<file path="src/fms_params.svh">
// Constants for the floppy media-ID strap block.
// Operation
// - Sample both media-valid straps while reset is held; use captured values later.
// - Drive 0 accessed, strap captured low: tape register bit 5 reads 0.
// - Drive 0 accessed, strap captured high: tape register bit 5 reads 1.
// - Drive 1 uses the second strap's captured level the same way.
// - First strap's captured level loads function control bit 0 at reset.
// - Function control bit 0 set: strap values carry no media validity meaning.
// - Parallel-port floppy mode with select 0 takes track zero from port pin.
// - Write data leaves serially with software-chosen precompensation applied.
`ifndef FMS_PARAMS_SVH
`define FMS_PARAMS_SVH
// ****************************************************************
// Register offsets
// ****************************************************************
`define FMS_OFF_TAPE      8'h00
`define FMS_OFF_FCR       8'h04
`define FMS_OFF_CTRL      8'h08
`define FMS_OFF_WDATA     8'h0C
`define FMS_OFF_STATUS    8'h10
// ****************************************************************
// Field positions, reset values and serializer timing
// ****************************************************************
`define FMS_TAPE_VALID_BIT 5
`define FMS_FCR_SENSE_BIT  0
`define FMS_CTRL_DRIVE_BIT 0
`define FMS_CTRL_PPM_BIT   1
`define FMS_CTRL_PNF_BIT   2
`define FMS_CTRL_PRE_LSB   4
`define FMS_FCR_RST        32'h0000_0000
`define FMS_CTRL_RST       32'h0000_0004
`define FMS_PRE_STEP_CYC   1
`define FMS_BIT_CYC        8
`endif

</file>
<file path="src/fms_pkg.sv">
// Types shared by the media-ID strap block.
package fms_pkg;
    typedef enum logic [1:0] {FMS_IDLE, FMS_SHIFT} fms_wr_state_e;
    typedef logic [2:0] fms_pre_t;
endpackage

</file>
<file path="src/fms_wr_if.sv">
// Interface between the register block and the write serializer.
`timescale 1ns/1ps
`default_nettype none
interface fms_wr_if;
    logic              start;
    logic [7:0]        data;
    fms_pkg::fms_pre_t pre;
    logic              busy;
    modport ctl (output start, output data, output pre, input busy);
    modport ser (input start, input data, input pre, output busy);
endinterface
`default_nettype wire

</file>
<file path="src/fms_strap_top.sv">
// Media-ID strap capture, track-zero select and register slave.
`timescale 1ns/1ps
`default_nettype none
`include "fms_params.svh"
module fms_strap_top (
    // Clock and reset
    input  wire logic         ref_clk,
    input  wire logic         rst,
    input  wire logic         clk_en,
    // Strap pins
    input  wire logic         media_valid_strap_drive0,
    input  wire logic         media_valid_strap_drive1,
    // Drive pins
    input  wire logic         track_zero_input,
    input  wire logic         track_zero_port_input,
    output var logic          track_zero,
    output var logic          write_data,
    // AXI4-Lite write
    input  wire logic [7:0]   s_axi_awaddr,
    input  wire logic         s_axi_awvalid,
    output var logic          s_axi_awready,
    input  wire logic [31:0]  s_axi_wdata,
    input  wire logic [3:0]   s_axi_wstrb,
    input  wire logic         s_axi_wvalid,
    output var logic          s_axi_wready,
    output var logic [1:0]    s_axi_bresp,
    output var logic          s_axi_bvalid,
    input  wire logic         s_axi_bready,
    // AXI4-Lite read
    input  wire logic [7:0]   s_axi_araddr,
    input  wire logic         s_axi_arvalid,
    output var logic          s_axi_arready,
    output var logic [31:0]   s_axi_rdata,
    output var logic [1:0]    s_axi_rresp,
    output var logic          s_axi_rvalid,
    input  wire logic         s_axi_rready
);
    import fms_pkg::*;
    // ************************************************************
    // Pin synchronisers
    // ************************************************************
    // No reset here: the straps must pass through while reset is held.
    logic [3:0] s1_ff, s2_ff;
    always_ff @(posedge ref_clk) begin
        if (clk_en) begin
            s1_ff <= {track_zero_port_input, track_zero_input,
                      media_valid_strap_drive1, media_valid_strap_drive0};
            s2_ff <= s1_ff;
        end
    end
    // ************************************************************
    // Strap capture
    // ************************************************************
    // Sampling runs while reset is held, so it is a synchronous path
    // off the reset; the asynchronous branch would only load constants.
    logic [1:0] strap_ff, nxt_strap;
    logic       fcr_ff,   nxt_fcr;
    logic       rst_q_ff;
    logic       aw_ff, nxt_aw, w_ff, nxt_w;
    logic [7:0] awa_ff, nxt_awa;
    logic [31:0] wd_ff, nxt_wd;
    logic [3:0] ws_ff,  nxt_ws;
    logic       b_ff, nxt_b, r_ff, nxt_r;
    logic [1:0] bresp_ff, nxt_bresp, rresp_ff, nxt_rresp;
    logic [31:0] rd_ff, nxt_rd;
    logic [31:0] ctrl_ff, nxt_ctrl;
    logic       wok;
    fms_wr_if   wrif ();
    // Straps are sampled from the synchronised copy while reset is held and
    // for one cycle after, so a pin that settles late is still caught.
    always_ff @(posedge ref_clk) begin
        if (clk_en) begin
            rst_q_ff <= rst;
            if (rst || rst_q_ff) begin
                strap_ff <= s2_ff[1:0];
                fcr_ff   <= s2_ff[0];
            end else begin
                strap_ff <= nxt_strap;
                fcr_ff   <= nxt_fcr;
            end
        end
    end
    // Register decode used by both read and write paths.
    function automatic logic [2:0] fms_dec(input logic [7:0] a);
        case (a)
            `FMS_OFF_TAPE:   fms_dec = 3'h1;
            `FMS_OFF_FCR:    fms_dec = 3'h2;
            `FMS_OFF_CTRL:   fms_dec = 3'h3;
            `FMS_OFF_WDATA:  fms_dec = 3'h4;
            `FMS_OFF_STATUS: fms_dec = 3'h5;
            default:         fms_dec = 3'h0;
        endcase
    endfunction
    logic       drv_sel;
    logic       vbit;
    // ************************************************************
    // Register file and bus slave
    // ************************************************************
    always_comb begin
        drv_sel   = ctrl_ff[`FMS_CTRL_DRIVE_BIT];
        // Valid bit mirrors the accessed drive's strap; meaningless when
        // the function control bit selects data-rate signalling.
        vbit      = fcr_ff ? 1'b1 : strap_ff[drv_sel];
        nxt_strap = strap_ff;
        nxt_fcr   = fcr_ff;
        nxt_ctrl  = ctrl_ff;
        nxt_aw    = aw_ff;
        nxt_awa   = awa_ff;
        nxt_w     = w_ff;
        nxt_wd    = wd_ff;
        nxt_ws    = ws_ff;
        nxt_b     = b_ff;
        nxt_bresp = bresp_ff;
        nxt_r     = r_ff;
        nxt_rresp = rresp_ff;
        nxt_rd    = rd_ff;
        wrif.start = 1'b0;
        wrif.data  = wd_ff[7:0];
        wok        = 1'b0;
        if (s_axi_awvalid && s_axi_awready) begin
            nxt_aw  = 1'b1;
            nxt_awa = s_axi_awaddr;
        end
        if (s_axi_wvalid && s_axi_wready) begin
            nxt_w  = 1'b1;
            nxt_wd = s_axi_wdata;
            nxt_ws = s_axi_wstrb;
        end
        if (aw_ff && w_ff && !b_ff) begin
            nxt_aw    = 1'b0;
            nxt_w     = 1'b0;
            nxt_b     = 1'b1;
            nxt_bresp = 2'b00;
            case (fms_dec(awa_ff))
                3'h2: if (ws_ff[0]) nxt_fcr = wd_ff[`FMS_FCR_SENSE_BIT];
                3'h3: if (ws_ff[0]) nxt_ctrl = {24'h0, wd_ff[7:0]};
                3'h4: begin
                    wok        = ws_ff[0] && !wrif.busy;
                    wrif.start = wok;
                    if (!wok) nxt_bresp = 2'b10;
                end
                3'h1, 3'h5: nxt_bresp = 2'b00;
                default: nxt_bresp = 2'b10;
            endcase
        end
        if (b_ff && s_axi_bready) nxt_b = 1'b0;
        if (s_axi_arvalid && s_axi_arready) begin
            nxt_r     = 1'b1;
            nxt_rresp = 2'b00;
            case (fms_dec(s_axi_araddr))
                3'h1: nxt_rd = 32'(vbit) << `FMS_TAPE_VALID_BIT;
                3'h2: nxt_rd = {31'h0, fcr_ff};
                3'h3: nxt_rd = ctrl_ff;
                3'h4: nxt_rd = {24'h0, wd_ff[7:0]};
                3'h5: nxt_rd = {29'h0, wrif.busy, strap_ff};
                default: begin
                    nxt_rd    = 32'h0;
                    nxt_rresp = 2'b10;
                end
            endcase
        end
        if (r_ff && s_axi_rready) nxt_r = 1'b0;
    end
    always_ff @(posedge ref_clk or posedge rst) begin
        if (rst) begin
            ctrl_ff  <= `FMS_CTRL_RST;
            aw_ff    <= 1'b0;
            awa_ff   <= 8'h00;
            w_ff     <= 1'b0;
            wd_ff    <= 32'h0;
            ws_ff    <= 4'h0;
            b_ff     <= 1'b0;
            bresp_ff <= 2'b00;
            r_ff     <= 1'b0;
            rresp_ff <= 2'b00;
            rd_ff    <= 32'h0;
        end else if (clk_en) begin
            ctrl_ff  <= nxt_ctrl;
            aw_ff    <= nxt_aw;
            awa_ff   <= nxt_awa;
            w_ff     <= nxt_w;
            wd_ff    <= nxt_wd;
            ws_ff    <= nxt_ws;
            b_ff     <= nxt_b;
            bresp_ff <= nxt_bresp;
            r_ff     <= nxt_r;
            rresp_ff <= nxt_rresp;
            rd_ff    <= nxt_rd;
        end
    end
    assign s_axi_awready = clk_en && !aw_ff && !b_ff;
    assign s_axi_wready  = clk_en && !w_ff && !b_ff;
    assign s_axi_bvalid  = b_ff;
    assign s_axi_bresp   = bresp_ff;
    assign s_axi_arready = clk_en && !r_ff;
    assign s_axi_rvalid  = r_ff;
    assign s_axi_rresp   = rresp_ff;
    assign s_axi_rdata   = rd_ff;
    assign wrif.pre = ctrl_ff[`FMS_CTRL_PRE_LSB +: 3];
    // ************************************************************
    // Track zero and write data
    // ************************************************************
    always_comb begin
        if (ctrl_ff[`FMS_CTRL_PPM_BIT] && !ctrl_ff[`FMS_CTRL_PNF_BIT]) begin
            track_zero = s2_ff[3];
        end else begin
            track_zero = s2_ff[2];
        end
    end
    fms_wr_ser u_ser (
        .ref_clk    (ref_clk),
        .rst        (rst),
        .clk_en     (clk_en),
        .wr         (wrif.ser),
        .write_data (write_data)
    );
endmodule
`default_nettype wire

</file>
<file path="src/fms_wr_ser.sv">
// Serializer for precompensated floppy write data.
`timescale 1ns/1ps
`default_nettype none
`include "fms_params.svh"
module fms_wr_ser (
    // Clock and reset
    input  wire logic  ref_clk,
    input  wire logic  rst,
    input  wire logic  clk_en,
    // Control
    fms_wr_if.ser      wr,
    // Drive pin
    output var logic   write_data
);
    import fms_pkg::*;
    fms_wr_state_e state_ff,  nxt_state;
    logic [7:0]    shreg_ff,  nxt_shreg;
    logic [2:0]    bitn_ff,   nxt_bitn;
    logic [3:0]    cyc_ff,    nxt_cyc;
    logic          wd_ff,     nxt_wd;
    logic [3:0]    pulse_at;
    // Precompensation shifts the pulse inside its bit cell by the setting.
    always_comb begin
        pulse_at  = 4'(wr.pre) * 4'(`FMS_PRE_STEP_CYC);
        nxt_state = state_ff;
        nxt_shreg = shreg_ff;
        nxt_bitn  = bitn_ff;
        nxt_cyc   = cyc_ff;
        nxt_wd    = 1'b0;
        case (state_ff)
            FMS_IDLE: begin
                if (wr.start) begin
                    nxt_state = FMS_SHIFT;
                    nxt_shreg = wr.data;
                    nxt_bitn  = 3'h0;
                    nxt_cyc   = 4'h0;
                end
            end
            FMS_SHIFT: begin
                nxt_wd  = shreg_ff[7] && (cyc_ff == pulse_at);
                nxt_cyc = cyc_ff + 4'h1;
                if (cyc_ff == 4'(`FMS_BIT_CYC - 1)) begin
                    nxt_cyc   = 4'h0;
                    nxt_shreg = {shreg_ff[6:0], 1'b0};
                    nxt_bitn  = bitn_ff + 3'h1;
                    if (bitn_ff == 3'h7) begin
                        nxt_state = FMS_IDLE;
                    end
                end
            end
            default: nxt_state = FMS_IDLE;
        endcase
    end
    always_ff @(posedge ref_clk or posedge rst) begin
        if (rst) begin
            state_ff <= FMS_IDLE;
            shreg_ff <= 8'h00;
            bitn_ff  <= 3'h0;
            cyc_ff   <= 4'h0;
            wd_ff    <= 1'b0;
        end else if (clk_en) begin
            state_ff <= nxt_state;
            shreg_ff <= nxt_shreg;
            bitn_ff  <= nxt_bitn;
            cyc_ff   <= nxt_cyc;
            wd_ff    <= nxt_wd;
        end
    end
    assign wr.busy    = (state_ff == FMS_SHIFT);
    assign write_data = wd_ff;
endmodule
`default_nettype wire
</file>
<file path="config.mk">
export PLATFORM = sky130hd
export DESIGN_NAME = fms_strap_top
export DESIGN_NICKNAME = d
export VERILOG_FILES = /design/src/fms_pkg.sv /design/src/fms_wr_if.sv /design/src/fms_strap_top.sv /design/src/fms_wr_ser.sv
export VERILOG_INCLUDE_DIRS = /design/src
export SDC_FILE = /design/constraint.sdc
export NUM_CORES = 1
export LEC_CHECK = 0
export BUFFER_PORTS_ARGS = -buffer_cell sky130_fd_sc_hd__buf_2
export CORE_MARGIN = 2
export CORE_UTILIZATION = 45
export CTS_CLUSTER_SIZE = 30
export DETAILED_ROUTE_END_ITERATION = 16
export GPL_TIMING_DRIVEN = 1
export PLACE_DENSITY = 0.71
export RECOVER_POWER = 100
export SLEW_MARGIN = 30
export SYNTH_ARGS = -nofsm -noshare
export SYNTH_HDL_FRONTEND = slang
export SYNTH_SLANG_ARGS = --single-unit
</file>
<file path="constraint.sdc">
create_clock -name ref_clk -period 2 [get_ports ref_clk]
set_input_delay 0.4 -clock ref_clk [delete_from_list [all_inputs] [get_ports ref_clk]]
set_output_delay 0.4 -clock ref_clk [all_outputs]
set_load 0.05 [all_outputs]
</file>
==> flow_metrics.py, run 1 <==
metrics = {
    "grt": {
        "grt_pass1_vias": 2110,
        "grt_max_degree": 57,
        "grt_pass1_wl_mm": 9.56,
        "grt_use_met3_pct": 3.69,
        "groute.usage.overall_pct": 15.7,
        "grt_busiest_layer": "met2",
        "antenna_found_initial": 0,
        "grt_util_met2_pct": 24.2,
        "gr-total-overflow": 0,
        "grtUsageMet1_pct": 21.3,
    },
    "finish": {
        "layout_commonest_cell": "dfrtp_1",
        "num_antenna_cells": 0,
        "final_cell_mix": "dfrtp_1, mux2_2, buf_2, conb_1, clkbuf_1",
        "areaGrowthSynthToFinish_pct": 14.5,
        "final_area_sq_um": 3760,
        "num-fill-cells": 626,
        "finish.utilization_pct": 52.6,
        "nets": 395,
        "drive_above_1_share_pct": 32.7,
    },
    "floorplan": {
        "die_w_um": 89.4,
        "pin_count": 107,
        "fp-row-count": 31,
        "start_util_pct": 46.0,
        "die-area_sq_um": 7990,
        "dieHeight_um": 89.4,
        "core-area_sq_um": 7140,
    },
    "setup_path": {
        "r2r-end": "u_ser.shreg_ff[3]",
        "crit_slowest_cell": "dfstp_2",
        "start_kind": "flip-flop",
        "worstSetupEndpointType": "primary output",
        "rr_startpoint": "w_ff",
        "critPathMaxFanout": 3,
        "cp.required_ps": 1600,
        "path_cells": "nand2b_1 > mux2_2 > buf_2",
        "endpoint": "track_zero",
        "critPathKind": "reg2out",
        "max_stage_delay_ps": 550,
        "startpoint": "ctrl_ff[2]",
        "reg2reg_slack_ps": 180,
        "cp.depth": 3,
        "rr_worst_depth": 4,
        "crit_buf_inv": 1,
        "arrival_ps": 1530,
        "critPathTopFamily": "flip-flops",
    },
    "yosys": {
        "seq_area_frac_synth_pct": 53.7,
        "synth_top_family_by_area": "multiplexers",
        "ys_ff_latch": 68,
        "muxShareOfSynthArea_pct": 16.3,
        "synth_ff_type": "dfrtp_1",
        "synth_xor_xnor_area_share_pct": 1.07,
        "netlist_area_sq_um": 3280,
        "synthArstFlopShare_pct": 82.4,
        "synthAdderAreaFrac_pct": 1.14,
        "avgSynthCellArea_sq_um": 12.4,
        "synth_cell_types": 49,
        "synth_compound_area_share_pct": 6.64,
        "synth-simple-area-share_pct": 13.3,
        "synth_warnings": 0,
        "synth-edff-count": 12,
        "syn_inst": 265,
    },
    "placement": {
        "placed_area_sq_um": 3610,
        "gp_congestion": 0.742,
        "place_ws_ps": 123,
        "hpwl_mm": 4.22,
        "portBuffers": 53,
    },
    "timing": {
        "drv_slew": 0,
        "layout_min_cycle_time_ps": 1930,
        "report.final.setup_viol": 0,
        "finalHoldViolations": 0,
        "tns_ps": 0,
        "relSlewSlack_pct": 9.69,
        "period_share_pct": 96.5,
        "fmax_ghz": 0.518,
        "tightest_slew_ps": 1350,
        "rsz0062_at_grt": "false",
        "fin_ws_ps": 69.1,
        "skew_ps": 10.8,
    },
    "pwr": {
        "leakagePower_uw": 0.00175,
        "finalPower_uw": 4160,
        "p_per_area_nw_per_um2": 1110,
        "ir_worst_vdd_mv": 0.687,
    },
    "cts": {
        "cts_root_buffer": "clkbuf_8",
        "cts_setup_buffers": 0,
        "cts.path.max_buffers": 2,
        "cts.sinks": 68,
        "cts_inserted_buffers": 9,
        "cts_resized": 0,
        "cts_tree": "done",
        "hold_buffers": 0,
        "clkLatencyLatePin_ps": 340,
        "clk_pin_slew_ps": 70,
        "htree_levels": 3,
    },
    "routing": {
        "drc": 0,
        "ant_nets": 0,
        "drt_iter0_drc": 104,
        "dr.pass1.iters": 4,
        "wire_per_inst_um": 13.6,
        "drt-total-wl_mm": 5.89,
        "routed-via-count": 2189,
        "vias_per_cell": 5.07,
    },
    "outcome": {
        "status": "finished, final reports clean",
    },
    "run": {
        "maxCapViolations": 0,
    },
    "hold_path": {
        "hold_class": "in2reg",
    },
}
[sequential cells by signal, indices dropped and copies added (netlist names)]
register	flops
s_axi_bresp	1
u_ser.write_data	1
w_ff	1
s2_ff	4
u_ser.cyc_ff	4
s1_ff	4
wd_ff	8
u_ser.state_ff	1
nxt_strap	2
awa_ff	8
u_ser.bitn_ff	3
s_axi_rvalid	1
rst_q_ff	1
ctrl_ff	8
aw_ff	1
s_axi_rdata	8
s_axi_rresp	1
ws_ff	1
u_ser.shreg_ff	8
fcr_ff	1
s_axi_bvalid	1
[worst min-delay path by stage]
stage,startpoint,end,slack [ps],cells past startpoint
after floorplan,s2_ff[1],nxt_strap[1],400,0
after global placement,s1_ff[3],s2_ff[3],400,0
after detailed placement,s1_ff[2],s2_ff[2],410,0
after CTS,rst,awa_ff[3],140,3
after global routing,track_zero_port_input,s1_ff[3],220,1
final,track_zero_port_input,s1_ff[3],240,1
[cell type report]
type | count | area, sq um | area share [%]
clock buffer | 13 | 169 | 4.50
clock inverter | 3 | 43.8 | 1.17
inverter | 4 | 15.0 | 0.400
multi-input combinational | 183 | 1350 | 35.8
sequential | 68 | 1760 | 46.9
tap | 99 | 124 | 3.30
timing repair buffer | 62 | 295 | 7.86
[report_power, final]
part / total (uW) / switching, uW / internal (uW) / leakage, uW
Clock: 1180 / 501 / 679 / 0.000110
Sequential: 1980 / 287 / 1690 / 0.000837
Combinational: 997 / 561 / 436 / 0.000808
[synthesized netlist by cell type (all sizes together), types with 4 or more instances]
master	number	area (sq um)
buf	29	210
o21ai	10	50.1
mux2i	5	50.1
mux2	43	484
nor2	14	60.1
inv	4	15.0
nand2b	4	25.0
edfxtp	12	360
clkbuf	6	26.3
nor2b	7	43.8
a21oi	4	20.0
nand2	16	60.1
dfrtp	55	1380
and4b	4	40.0
[routing by layer]
layer,up-vias,share of wire (%)
li1,1032,-
met1,1073,46
met2,72,47
met3,12,5.7
met4,0,1.5
met5,-,0
[through the flow]
stage                     instances  hold slack [ps]
after CTS                       432              135
after detailed placement        416              406
after floorplan                 290              400
after global placement          416              401
after global routing            432              223
final                           432              239
[cell families after synthesis]
logic type | count (synthesis)
flip-flops | 68
XOR/XNOR | 4
AND/OR/NAND/NOR | 70
multiplexers | 48
AO/OA/AOI/OAI | 32
adder cells (fa/ha/maj) | 3
buffers and inverters | 39
other | 1
Note: power is estimated with default switching activity, not from simulation.
==> inputs of run 2 (changes only) <==
ABC_CLOCK_PERIOD_IN_PS = 1610   (was not set)
CORE_UTILIZATION = 46   (was 45)
PLACE_DENSITY = 0.75   (was 0.71)
clock period = 1.61 ns   (was 2 ns; I/O delays follow)
==> flow_metrics.py, run 2 (synthesis results as in run 1) <==
metrics = {
    "routing": {
        "drt-total-wl_mm": 7.13,
        "wire_per_inst_um": 15.5,
        "routed-via-count": 2310,
        "dr.pass1.iters": 4,
        "drc": 0,
        "ant_nets": 0,
        "drt_iter0_drc": 111,
        "vias_per_cell": 5.02,
    },
    "outcome": {
        "violations": "setup timing",
        "status": "complete, but fails checks",
    },
    "grt": {
        "antenna_found_initial": 0,
        "gr-total-overflow": 0,
        "grt_pass1_wl_mm": 11.0,
        "grt_pass1_vias": 2286,
        "grt_max_degree": 33,
        "groute.usage.overall_pct": 19.0,
    },
    "placement": {
        "gp_congestion": 0.780,
        "place_ws_ps": -168,
        "portBuffers": 53,
        "hpwl_mm": 4.62,
        "placed_area_sq_um": 3830,
    },
    "timing": {
        "layout_min_cycle_time_ps": 1770,
        "relSlewSlack_pct": 59.5,
        "rsz0062_at_grt": "true",
        "finalHoldViolations": 0,
        "fin_ws_ps": -160,
        "period_share_pct": 110,
        "drv_slew": 0,
        "tightest_slew_ps": 604,
        "skew_ps": 7.04,
        "fmax_ghz": 0.565,
        "report.final.setup_viol": 22,
    },
    "pwr": {
        "switchingPower_uw": 1840,
        "p_per_area_nw_per_um2": 1340,
        "swShare_pct": 32.6,
        "seqPwrFrac_pct": 42.7,
        "leakagePower_uw": 0.00205,
        "internal_power_uw": 3800,
        "pwr-share-comb_pct": 32.6,
        "clkPwrFrac_pct": 24.7,
        "ir_worst_vdd_mv": 0.851,
    },
    "run": {
        "maxCapViolations": 0,
    },
    "cts": {
        "htree_levels": 3,
        "cts.sinks": 68,
        "cts.path.max_buffers": 2,
        "cts_inserted_buffers": 9,
        "clkLatencyLatePin_ps": 350,
        "clk_pin_slew_ps": 70,
        "cts_tree": "done",
        "cts_root_buffer": "clkbuf_8",
    },
    "floorplan": {
        "fp-row-count": 30,
        "core-area_sq_um": 6830,
        "pin_count": 107,
        "die-area_sq_um": 7820,
        "dieHeight_um": 88.5,
        "start_util_pct": 48.0,
        "die_w_um": 88.5,
    },
    "finish": {
        "num-fill-cells": 548,
        "num_antenna_cells": 0,
        "final_area_sq_um": 4210,
        "layout_commonest_cell": "dfrtp_1",
        "final_cell_mix": "dfrtp_1, buf_2, conb_1, mux2_4, buf_4",
        "drive_above_1_share_pct": 45.9,
        "nets": 426,
        "areaGrowthSynthToFinish_pct": 28.5,
    },
    "setup_path": {
        "worstSetupEndpointType": "primary output",
        "critPathMaxFanout": 2,
        "cp.required_ps": 1290,
        "reg2reg_slack_ps": -140,
        "arrival_ps": 1450,
        "critPathKind": "reg2out",
        "start_kind": "flip-flop",
    },
    "hold_path": {
        "hold_class": "in2reg",
    },
}
-- run 2: changes by cell type in the layout (fill, tap and decap cells not counted), sizes merged --
cell / change
clkinvlp: +1
buf: +30
clkbuf: -2
dlygate4sd3: +1
nor2: +1
-- run 2: critical path: stages, from the launching register on --
cell,delay (ps)
dfstp_2,530
nand2b_4,110
mux2_4,300
buf_8,150
-- run 2: power groups by stage --
stage	Combinational, uW	Clock (uW)	Sequential, uW
global route	1980	1500	2450
finish	1840	1390	2410
CTS	1710	1420	2390
global placement	1530	0	2400
floorplan	1030	0	2490
detailed placement	1570	0	2420
-- run 2: per-stage QoR --
stage | total power [uW] | cells | util (%) | TNS (ps) | hold WS [ps]
2_1_floorplan | 3520 | 290 | - | -4220 | 400
3_3_place_gp | 3920 | 434 | 56.1 | -1810 | 324
3_5_place_dp | 3990 | 434 | 56.1 | -2820 | 336
4_1_cts | 5520 | 456 | 61.1 | -1200 | 133
5_1_grt | 5940 | 460 | 61.7 | -4570 | 125
6_report | 5640 | 460 | 61.7 | -1500 | 147
-- run 2: layout make-up --
type                    instances  area, sq um  share of cell area [%]
multi-input cells             184         1510                    35.9
well taps                      96          120                    2.85
flip-flops and latches         68         1760                    41.9
repair buffers                 92          607                    14.4
clock inverters                 4         48.8                    1.16
clock buffers                  12          145                    3.44
inverters                       4         16.3                   0.386
-- run 2: worst paths after layout --
check / from / endpoint / cells after the start
max: ctrl_ff[2] / track_zero / 3
min: track_zero_port_input / s1_ff[3] / 1
max reg2reg: s_axi_bvalid / ctrl_ff[1] / 5
min reg2reg: s1_ff[3] / s2_ff[3] / 0
max in group asynchronous: rst / wd_ff[7] / 4
min in group asynchronous: rst / s_axi_rvalid / 3
-- run 2: what timing repair did --
item / CTS / global route
hold endpoints to repair: 10 / 0
pin swaps: 3 / 6
hold buffers: 1 / 0
buffers inserted: 4 / 4
gates cloned: 2 / 0
resized for setup: 32 / 19
setup endpoints to repair: 31 / 44
-- run 2: layer usage --
metal | share of wire, % | track usage (%) | up-vias
met5 | 0 | 0 | -
met4 | 1.4 | 6.06 | 0
met3 | 5.1 | 8.21 | 10
met2 | 51 | 30.0 | 73
met1 | 43 | 23.7 | 1137
li1 | - | - | 1090
